[config.mk]
export PLATFORM = sky130hd
export DESIGN_NAME = redriver_ctrl
export DESIGN_NICKNAME = d
export VERILOG_FILES = /design/src/hw/redriver_pkg.sv /design/src/hw/chirp_checker.sv /design/src/hw/redriver_ctrl.sv
export SDC_FILE = /design/constraint.sdc
export NUM_CORES = 1
export LEC_CHECK = 0
export BUFFER_PORTS_ARGS = -buffer_cell sky130_fd_sc_hd__buf_2
export CAP_MARGIN = 0
export CORE_AREA = 3 3 74 76
export DETAILED_ROUTE_END_ITERATION = 10
export DIE_AREA = 0 0 77 79
export PLACE_DENSITY_LB_ADDON = 0.3
export SLEW_MARGIN = 10
export SYNTH_ARGS = -nofsm -noshare
export SYNTH_HDL_FRONTEND = slang
export SYNTH_HIERARCHICAL = 1
export SYNTH_SLANG_ARGS = --single-unit
[constraint.sdc]
create_clock -name sys_clk -period 1.65 [get_ports sys_clk]
set_clock_uncertainty 0.15 [all_clocks]
set_input_delay 0.0825 -clock sys_clk [delete_from_list [all_inputs] [get_ports sys_clk]]
set_output_delay 0.0825 -clock sys_clk [all_outputs]
set_load 0.03 [all_outputs]
[src/hw/redriver_pkg.sv]
/*
  Shared constants and types for the signal conditioner control block.
  Assumes a single 40 MHz system clock; analog front ends deliver
  already-decoded line events and strap levels as synchronous inputs.
*/
// Behaviour
// - Enable low means reset and shutdown
// - Serial mode only if both lines high
// - Serial target at address 0x2C; data reserved
// - Attach flag rises on line pull-up
// - Attach flag falls on disconnect
// - AC boost latched only at enable rise
// - Floating AC strap selects maximum level
// - AC strap resistance decodes into four levels
// - DC strap high/float/low gives 80/60/40 mV
// - DC strap pin becomes high-speed flag output
// - Fixture then test packet raises high-speed flag
// - Chirp pair 18-128 us then squelch raises flag
// - Core regulator on only in high-speed mode
// - Low/full speed: no compensation, attach high
// - High speed: compensation with latched boosts
// - Shutdown: no compensation, no attach indication
// - Config-hold bit set in serial mode, auto-cleared otherwise
package redriver_pkg;

  localparam logic [6:0] SERIAL_ADDR = 7'h2C;
  localparam int CLK_HZ = 40000000;
  localparam int CHIRP_MIN_US = 18;
  localparam int CHIRP_MAX_US = 128;
  // Both limits are exact cycle products; no rounding is added
  localparam int CHIRP_MIN_CYC = (CHIRP_MIN_US * (CLK_HZ / 1000000) + 0);
  localparam int CHIRP_MAX_CYC = CHIRP_MAX_US * (CLK_HZ / 1000000);
  localparam int CHIRP_CNT_W = 13;

  // AC strap resistance bands in ohms
  localparam int AC_L0_MAX_OHM = 160;
  localparam int AC_L1_MIN_OHM = 1400;
  localparam int AC_L1_MAX_OHM = 2000;
  localparam int AC_L2_MIN_OHM = 3700;
  localparam int AC_L2_MAX_OHM = 3900;
  localparam int AC_L3_MIN_OHM = 6000;

  // DC strap settings in millivolts
  localparam logic [6:0] DC_LOW_MV = 7'h28;
  localparam logic [6:0] DC_MID_MV = 7'h3C;
  localparam logic [6:0] DC_HIGH_MV = 7'h50;

  localparam logic [1:0] AC_MAX_LEVEL = 2'h3;
  localparam logic CFG_HOLD_RESET = 1'b1;

  // Three-level strap as seen by the pin sensor
  typedef enum logic [1:0] {DC_PIN_LOW = 2'h0, DC_PIN_FLOAT = 2'h1, DC_PIN_HIGH = 2'h2} dc_pin_t;

  // Decoded USB line events from the analog detectors
  typedef struct packed {
    logic pullup_seen;
    logic disconnect;
    logic fixture_seen;
    logic test_packet;
    logic bus_reset;
    logic chirp_j;
    logic chirp_k;
    logic squelch;
  } line_evt_t;

  // Raw straps sampled at enable release
  typedef struct packed {
    logic scl_high;
    logic sda_high;
    logic ac_float;
    logic [15:0] ac_ohm;
    dc_pin_t dc_pin;
  } strap_in_t;

  // Channel state
  typedef enum logic [3:0] {
    CH_IDLE = 4'b0001,
    CH_LSFS = 4'b0010,
    CH_CHIRP = 4'b0100,
    CH_HS = 4'b1000
  } chan_state_t;

endpackage

[src/hw/chirp_checker.sv]
/*
  Measures one chirp J followed by one chirp K after a bus reset.
  Assumes chirp levels arrive as synchronous level inputs.
*/
`timescale 1ns/1ps
`default_nettype none
module chirp_checker
  import redriver_pkg::*;
(
  input wire logic sys_clk, // System clock
  input wire logic rst_n, // Synchronised reset
  input wire logic arm, // Start watching
  input wire logic chirp_j, // Chirp J level
  input wire logic chirp_k, // Chirp K level
  output logic pass_reg // Valid pair seen, held until rearm or a further chirp ends
);
  logic [CHIRP_CNT_W-1:0] cnt_reg;
  logic [1:0] phase_reg;
  logic last_j_reg;
  logic last_k_reg;
  wire logic in_window = (cnt_reg >= CHIRP_CNT_W'(CHIRP_MIN_CYC)) && (cnt_reg <= CHIRP_CNT_W'(CHIRP_MAX_CYC));
  wire logic j_end = last_j_reg && !chirp_j;
  wire logic k_end = last_k_reg && !chirp_k;
  wire logic counting = chirp_j || chirp_k;
  // A chirp that starts restarts the length count, so K is not added onto J
  wire logic j_start = chirp_j && !last_j_reg;
  wire logic k_start = chirp_k && !last_k_reg;

  // ----------------------------------------
  // Chirp duration check
  // ----------------------------------------
  always_ff @(posedge sys_clk or negedge rst_n)
  begin
    if (!rst_n)
    begin
      cnt_reg <= '0;
      phase_reg <= 2'h0;
      last_j_reg <= 1'b0;
      last_k_reg <= 1'b0;
      pass_reg <= 1'b0;
    end
    else
    begin
      last_j_reg <= chirp_j;
      last_k_reg <= chirp_k;
      if (!counting)
        cnt_reg <= '0;
      else if (j_start || k_start)
        cnt_reg <= CHIRP_CNT_W'(1'h1);
      else if (cnt_reg != '1)
        cnt_reg <= cnt_reg + 1'b1;
      if (arm)
      begin
        phase_reg <= 2'h0;
        pass_reg <= 1'b0;
      end
      else if (phase_reg == 2'h0 && j_end)
        phase_reg <= in_window ? 2'h1 : 2'h3;
      else if (phase_reg == 2'h1 && k_end)
      begin
        phase_reg <= in_window ? 2'h2 : 2'h3;
        pass_reg <= in_window;
      end
      else if (phase_reg == 2'h2 && (j_end || k_end))
      begin
        phase_reg <= 2'h3; // A second pair is not a single handshake
        pass_reg <= 1'b0;
      end
    end
  end

  a_pass_needs_window: assert property (@(posedge sys_clk) disable iff (!rst_n)
    $rose(pass_reg) |-> $past(k_end) && ($past(cnt_reg) >= CHIRP_CNT_W'(CHIRP_MIN_CYC)))
    else $error("chirp pass without valid K length");
endmodule
`default_nettype wire

[src/hw/redriver_ctrl.sv]
/*
  Strap capture, mode selection and channel status flags of the
  high-speed signal conditioner.
  Assumes all inputs except nrst are synchronous to sys_clk and that analog detectors
  provide line events; the active-low enable doubles as the reset.
*/
`timescale 1ns/1ps
`default_nettype none
module redriver_ctrl
  import redriver_pkg::*;
(
  input wire logic sys_clk, // 40 MHz clock
  input wire logic nrst, // Active-low enable, asynchronous
  input wire redriver_pkg::strap_in_t straps, // Strap levels
  input wire redriver_pkg::line_evt_t line_evt, // USB line events
  input wire logic serial_hold_clear, // Serial write clearing config hold
  input wire logic [6:0] serial_addr_in, // Address seen by serial target
  output logic serial_mode, // Serial configuration active
  output logic serial_addr_hit, // Address matched in serial mode
  output logic attach_flag, // Attach flag pin level
  output logic attach_flag_oe, // Attach flag pin drive enable
  output logic hs_mode_flag, // High-speed flag pin level
  output logic hs_mode_flag_oe, // High-speed flag pin drive enable
  output logic core_regulator_out, // Core regulator enable
  output logic comp_enable, // Compensation enable
  output logic [1:0] ac_level, // Latched AC boost level
  output logic [6:0] strap_a_mv, // Latched Strap_a in mV
  output logic cfg_hold // Configuration hold bit
);
  import redriver_pkg::*;

  // ----------------------------------------
  // Reset synchroniser
  // ----------------------------------------
  logic rst_meta_reg;
  logic rst_n_reg;
  // Enable low forces reset at once; release is synchronised
  always_ff @(posedge sys_clk or negedge nrst)
  begin
    if (!nrst)
    begin
      rst_meta_reg <= 1'b0;
      rst_n_reg <= 1'b0;
    end
    else
    begin
      rst_meta_reg <= 1'b1;
      rst_n_reg <= rst_meta_reg;
    end
  end

  // ----------------------------------------
  // Strap decode
  // ----------------------------------------
  wire logic [15:0] ohm = straps.ac_ohm;
  wire logic [1:0] ac_decoded =
    straps.ac_float ? AC_MAX_LEVEL :
    (ohm >= 16'(AC_L3_MIN_OHM)) ? 2'h3 :
    (ohm >= 16'(AC_L2_MIN_OHM)) ? 2'h2 :
    (ohm >= 16'(AC_L1_MIN_OHM)) ? 2'h1 : 2'h0;
  wire logic [6:0] dc_decoded =
    (straps.dc_pin == DC_PIN_HIGH) ? DC_HIGH_MV :
    (straps.dc_pin == DC_PIN_LOW) ? DC_LOW_MV : DC_MID_MV;
  wire logic serial_decoded = straps.scl_high && straps.sda_high;

  // ----------------------------------------
  // Strap capture, one clock after reset release
  // ----------------------------------------
  logic captured_reg;
  logic serial_reg;
  logic [1:0] ac_reg;
  logic [6:0] dc_reg;
  logic hold_reg;
  always_ff @(posedge sys_clk or negedge rst_n_reg)
  begin
    if (!rst_n_reg)
    begin
      captured_reg <= 1'b0;
      serial_reg <= 1'b0;
      ac_reg <= AC_MAX_LEVEL;
      dc_reg <= DC_MID_MV;
      hold_reg <= CFG_HOLD_RESET;
    end
    else if (!captured_reg)
    begin
      captured_reg <= 1'b1;
      serial_reg <= serial_decoded;
      ac_reg <= ac_decoded;
      dc_reg <= dc_decoded;
      hold_reg <= serial_decoded;
    end
    else if (serial_reg && serial_hold_clear)
      hold_reg <= 1'b0;
  end

  // ----------------------------------------
  // Channel state machine
  // ----------------------------------------
  chan_state_t state_reg;
  chan_state_t state_next;
  logic fixture_reg;
  logic chirp_ok;
  wire logic strap_run = captured_reg && !serial_reg;
  wire logic to_idle = line_evt.disconnect;

  chirp_checker u_chirp (
    .sys_clk(sys_clk),
    .rst_n(rst_n_reg),
    .arm(line_evt.bus_reset),
    .chirp_j(line_evt.chirp_j),
    .chirp_k(line_evt.chirp_k),
    .pass_reg(chirp_ok)
  );

  // Next state from line events
  always_comb
  begin
    state_next = state_reg;
    case (state_reg)
      CH_IDLE:
        if (line_evt.fixture_seen && line_evt.test_packet && fixture_reg)
          state_next = CH_HS;
        else if (line_evt.pullup_seen)
          state_next = CH_LSFS;
      CH_LSFS:
        if (to_idle)
          state_next = CH_IDLE;
        else if (line_evt.bus_reset)
          state_next = CH_CHIRP;
      CH_CHIRP:
        if (to_idle)
          state_next = CH_IDLE;
        else if (chirp_ok && line_evt.squelch)
          state_next = CH_HS;
        else if (line_evt.bus_reset)
          state_next = CH_CHIRP;
      CH_HS:
        if (to_idle)
          state_next = CH_IDLE;
        else if (line_evt.bus_reset)
          state_next = CH_CHIRP;
      default:
        state_next = CH_IDLE;
    endcase
  end

  // State and fixture memory, updated only while strap mode runs
  always_ff @(posedge sys_clk or negedge rst_n_reg)
  begin
    if (!rst_n_reg)
    begin
      state_reg <= CH_IDLE;
      fixture_reg <= 1'b0;
    end
    else if (strap_run)
    begin
      state_reg <= state_next;
      if (state_reg != CH_IDLE)
        fixture_reg <= 1'b0;
      else if (line_evt.fixture_seen)
        fixture_reg <= 1'b1;
    end
  end

  // ----------------------------------------
  // Registered outputs
  // ----------------------------------------
  wire logic attached = state_next != CH_IDLE;
  wire logic hs_now = state_next == CH_HS;
  wire logic addr_match = serial_reg && (serial_addr_in == SERIAL_ADDR);
  always_ff @(posedge sys_clk or negedge rst_n_reg)
  begin
    if (!rst_n_reg)
    begin
      serial_mode <= 1'b0;
      serial_addr_hit <= 1'b0;
      attach_flag <= 1'b0;
      attach_flag_oe <= 1'b0;
      hs_mode_flag <= 1'b0;
      hs_mode_flag_oe <= 1'b0;
      core_regulator_out <= 1'b0;
      comp_enable <= 1'b0;
      ac_level <= AC_MAX_LEVEL;
      strap_a_mv <= DC_MID_MV;
      cfg_hold <= CFG_HOLD_RESET;
    end
    else
    begin
      serial_mode <= serial_reg && captured_reg;
      serial_addr_hit <= addr_match && captured_reg;
      attach_flag <= strap_run && attached;
      attach_flag_oe <= strap_run;
      hs_mode_flag <= strap_run && hs_now;
      hs_mode_flag_oe <= strap_run;
      core_regulator_out <= strap_run && hs_now;
      comp_enable <= strap_run && hs_now;
      ac_level <= ac_reg;
      strap_a_mv <= dc_reg;
      cfg_hold <= hold_reg;
    end
  end

  a_reg_follows_hs: assert property (@(posedge sys_clk) disable iff (!rst_n_reg)
    core_regulator_out == hs_mode_flag)
    else $error("regulator and hs flag differ");
  a_comp_only_hs: assert property (@(posedge sys_clk) disable iff (!rst_n_reg)
    comp_enable |-> hs_mode_flag && attach_flag)
    else $error("compensation outside hs mode");
  a_disc_clears: assert property (@(posedge sys_clk) disable iff (!rst_n_reg)
    (strap_run && line_evt.disconnect) |=> !attach_flag)
    else $error("attach flag held after disconnect");
  a_attach_rises: assert property (@(posedge sys_clk) disable iff (!rst_n_reg)
    (strap_run && state_reg == CH_IDLE && line_evt.pullup_seen) |=> attach_flag)
    else $error("attach flag not raised");
  a_boost_stable: assert property (@(posedge sys_clk) disable iff (!rst_n_reg)
    $past(captured_reg) |-> $stable(ac_reg) && $stable(dc_reg))
    else $error("boost changed after capture");
  a_ac_float_max: assert property (@(posedge sys_clk) disable iff (!rst_n_reg)
    (!captured_reg && straps.ac_float) |=> ac_reg == AC_MAX_LEVEL)
    else $error("floating strap not max");
  a_serial_no_flags: assert property (@(posedge sys_clk) disable iff (!rst_n_reg)
    serial_mode |-> !attach_flag_oe && !hs_mode_flag_oe && !cfg_hold == !$past(hold_reg))
    else $error("flags driven in serial mode");
  a_hold_strap_clear: assert property (@(posedge sys_clk) disable iff (!rst_n_reg)
    (captured_reg && !serial_reg) |-> ##1 !hold_reg)
    else $error("hold not cleared in strap mode");
  a_addr_match: assert property (@(posedge sys_clk) disable iff (!rst_n_reg)
    serial_addr_hit |-> serial_mode && $past(serial_addr_in) == SERIAL_ADDR)
    else $error("wrong serial address accepted");
endmodule
`default_nettype wire

==> flow_summary.json <==
{
  "outcome": "complete, but fails checks",
  "violations": "setup timing",
  "placed_cell_area_mm2": 0.002790,
  "largest_reg_flops": 13,
  "nNetsFinal": 371,
  "yosys-top-cells-count": "dfrtp_1 (33), nor2_1 (19), a21oi_1 (17), nand2_1 (15), dfstp_2 (13)",
  "worst_ep_required_time_ns": 1.72,
  "async_reset_ff_share_pct": 100.0,
  "synth-seq-area-share_pct": 52.45,
  "critPathLaunchType": "flip-flop",
  "netlist.top_cell.by_area": "dfrtp_1",
  "synth_edf_count": 0,
  "post-dp-hpwl_um": 3621,
  "dieArea_mm2": 0.006083,
  "rsz0062_at_grt": "yes",
  "vias_per_cell": 5.286,
  "worst_pin_slew_ns": 0.6004,
  "ios": 57,
  "setup_slack_ns": -0.02846,
  "synth.most_common_cell": "dfrtp_1",
  "die_y_um": 79,
  "clkLatencyLatePin_ns": 0.29,
  "yosys-top-cells-area": "dfrtp_1 (37%), dfstp_2 (15%), a21oi_1 (3.8%)",
  "final_antenna_net_count": 0,
  "min_period_over_period_pct": 101.7,
  "max_freq_mhz": 595.8,
  "post-place-ws_ns": -0.1523,
  "io_buffers": 52,
  "finalCriticalPeriod_ns": 1.678,
  "grt_pass1_wl_um": 9128,
  "routedWlPerCell_um": 14.20,
  "holdWs_ns": 0.01610,
  "antenna_found_initial": 0,
  "rows": 25,
  "clock_sinks": 46,
  "crit_type": "reg2reg",
  "grt_pass1_vias": 2085,
  "swShare_pct": 30.65,
  "path_max_fanout": 5,
  "r2r_slack_ns": -0.03,
  "drive_above_1_share_pct": 44.41,
  "vias": 2104,
  "synth-seq-cells": 46,
  "synth_cell_type_count": 49,
  "syn_to_final_growth_pct": 49.58,
  "path_buf_inv": 1,
  "numCtsBuffers": 5,
  "coreArea_mm2": 0.004786,
  "ys.flop_type": "dfrtp_1",
  "total_power_uw": 2677,
  "leakage_uw": 0.001507,
  "crit_chain": "ha_4 > nand3_4 > nor4_4 > buf_4 > or4_4 > a21oi_2",
  "grt_max_degree": 45,
  "cp-end-kind": "flip-flop",
  "drv_slew": 0,
  "drt_first_pass_iters": 4,
  "yosys_warnings": 6,
  "relSlewSlack_pct": 59.98,
  "synth_cells": 222,
  "wl_um": 5652,
  "postSynthAreaPerCell_um2": 10.03,
  "gp_congestion": 0.7970,
  "synth.top_cell.area_share_pct": 37.10,
  "finalInstanceArea_mm2": 0.003329,
  "combPwrFrac_pct": 25.0,
  "cpPeakStageDelay_ns": 0.42,
  "power_density_mw_per_mm2": 804.0,
  "p_int_uw": 1856,
  "p_switching_uw": 820.4,
  "start_util_pct": 46.51,
  "cts.clk_slew.worst_paths_ns": 0.09,
  "cts.path.max_buffers": 2,
  "drt_iter0_markers": 118,
  "synth_area_mm2": 0.002226,
  "finalHoldViolCount": 0,
  "setup_viol": 6,
  "cp_slowest_cell": "dfrtp_1",
  "power_frac_seq_pct": 49.4,
  "cts_tree": "built",
  "antenna_cells": 0,
  "hold_path.class": "in2reg",
  "crit_arrival_ns": 1.75,
  "track_usage_pct": 18.55,
  "place_inst": 363,
  "peakVddDrop_mv": 0.7865,
  "clockPowerShare_pct": 25.6,
  "cts_root_buf": "clkbuf_8",
  "cap_viol_max_count": 0,
  "htree_levels": 2,
  "drc": 0,
  "grt-ovfl-total": 0,
  "fin_cells": 398,
  "critical-path-top-delay-family": "simple AND/OR/NAND/NOR gates",
  "die_w_um": 77
}
## worst paths after layout
check                                           end               start  depth (start not counted)
worst max-delay path             u_chirp/cnt_reg[7]  u_chirp/cnt_reg[0]                          6
worst max register to register   u_chirp/cnt_reg[7]  u_chirp/cnt_reg[0]                          6
min in group asynchronous       u_chirp/cnt_reg[11]           rst_n_reg                          1
worst min register to register  u_chirp/cnt_reg[11]           rst_n_reg                          1
worst min-delay path                      ac_reg[0]          straps[11]                          4
max in group asynchronous                 rst_n_reg                nrst                          3
## stage by stage
| stage | TNS, ns | util, % |
|---|---|---|
| floorplan | -0.1997 | - |
| global placement | -0.1763 | 58.30 |
| detailed placement | -0.3325 | 58.30 |
| CTS | -0.4026 | 66.80 |
| global route | -1.223 | 69.57 |
| finish | -0.1275 | 69.57 |
## final cells by class
class,count,area [um^2]
Tap cell,67,83.83
Inverter,10,37.54
Timing Repair Buffer,110,779.5
Clock inverter,3,21.27
Sequential cell,46,1172
Clock buffer,5,68.82
Multi-Input combinational cell,157,1166
Fill cell,360,1456
## logic make-up (layout without fill, tap and decap cells)
kind of cell    after synthesis  in the layout  share of synthesized area (%)
compound gates               52             52                          15.57
xor+xnor                      1              1                         0.3936
fa+ha+maj                     2              2                          1.124
buf+inv                      21            128                          4.722
flops                        46             46                          52.45
mux                           2              2                         0.9556
other cells                   2              4                         0.3374
simple gates                 96             96                          24.45
## power groups by stage
stage               sequential (uW)  clock, uW  combinational (uW)
floorplan                      1400          0                 287
global placement               1320          0                 553
detailed placement             1330          0                 567
CTS                            1310        707                 639
global route                   1340        751                 730
finish                         1320        685                 670
## layer usage
metal | wire, um | part of all wire [%] | track usage (%)
met2 | 2919 | 52 | 33.89
met4 | 36 | 0.64 | 4.804
met1 | 2459 | 44 | 22.69
met5 | 0 | 0 | 0
met3 | 237 | 4.2 | 3.288
## worst register-to-register path: cells and delay by family (launching register included)
family	cells	cell delay [ns]
simple gates	3	0.56
flops	1	0.42
fa+ha+maj	1	0.19
compound gates	1	0.14
buf+inv	1	0.15
## cells in the final DEF, fill, tap and decap left out, types with 5 or more instances in the layout
cell           instances
a21oi_1               12
a21oi_2                5
buf_2                 52
buf_4                 30
clkbuf_8               5
dfrtp_1               29
dfstp_2               13
dlygate4sd3_1         24
inv_1                 10
nand2_1               15
nand3_1               10
nor2_1                18
nor2b_1                5
o21ai_0                9
## timing repair
| item | CTS | global route |
|---|---|---|
| setup buffers | 4 | 1 |
| gates resized for setup | 11 | 31 |
| endpoints found under the setup margin | 9 | 21 |
| gates cloned | 0 | 0 |
| hold buffers | 24 | 0 |
| pin swaps | 11 | 15 |
| endpoints found under the hold margin | 21 | 0 |
No activity file was read; power rests on OpenSTA's default activity.
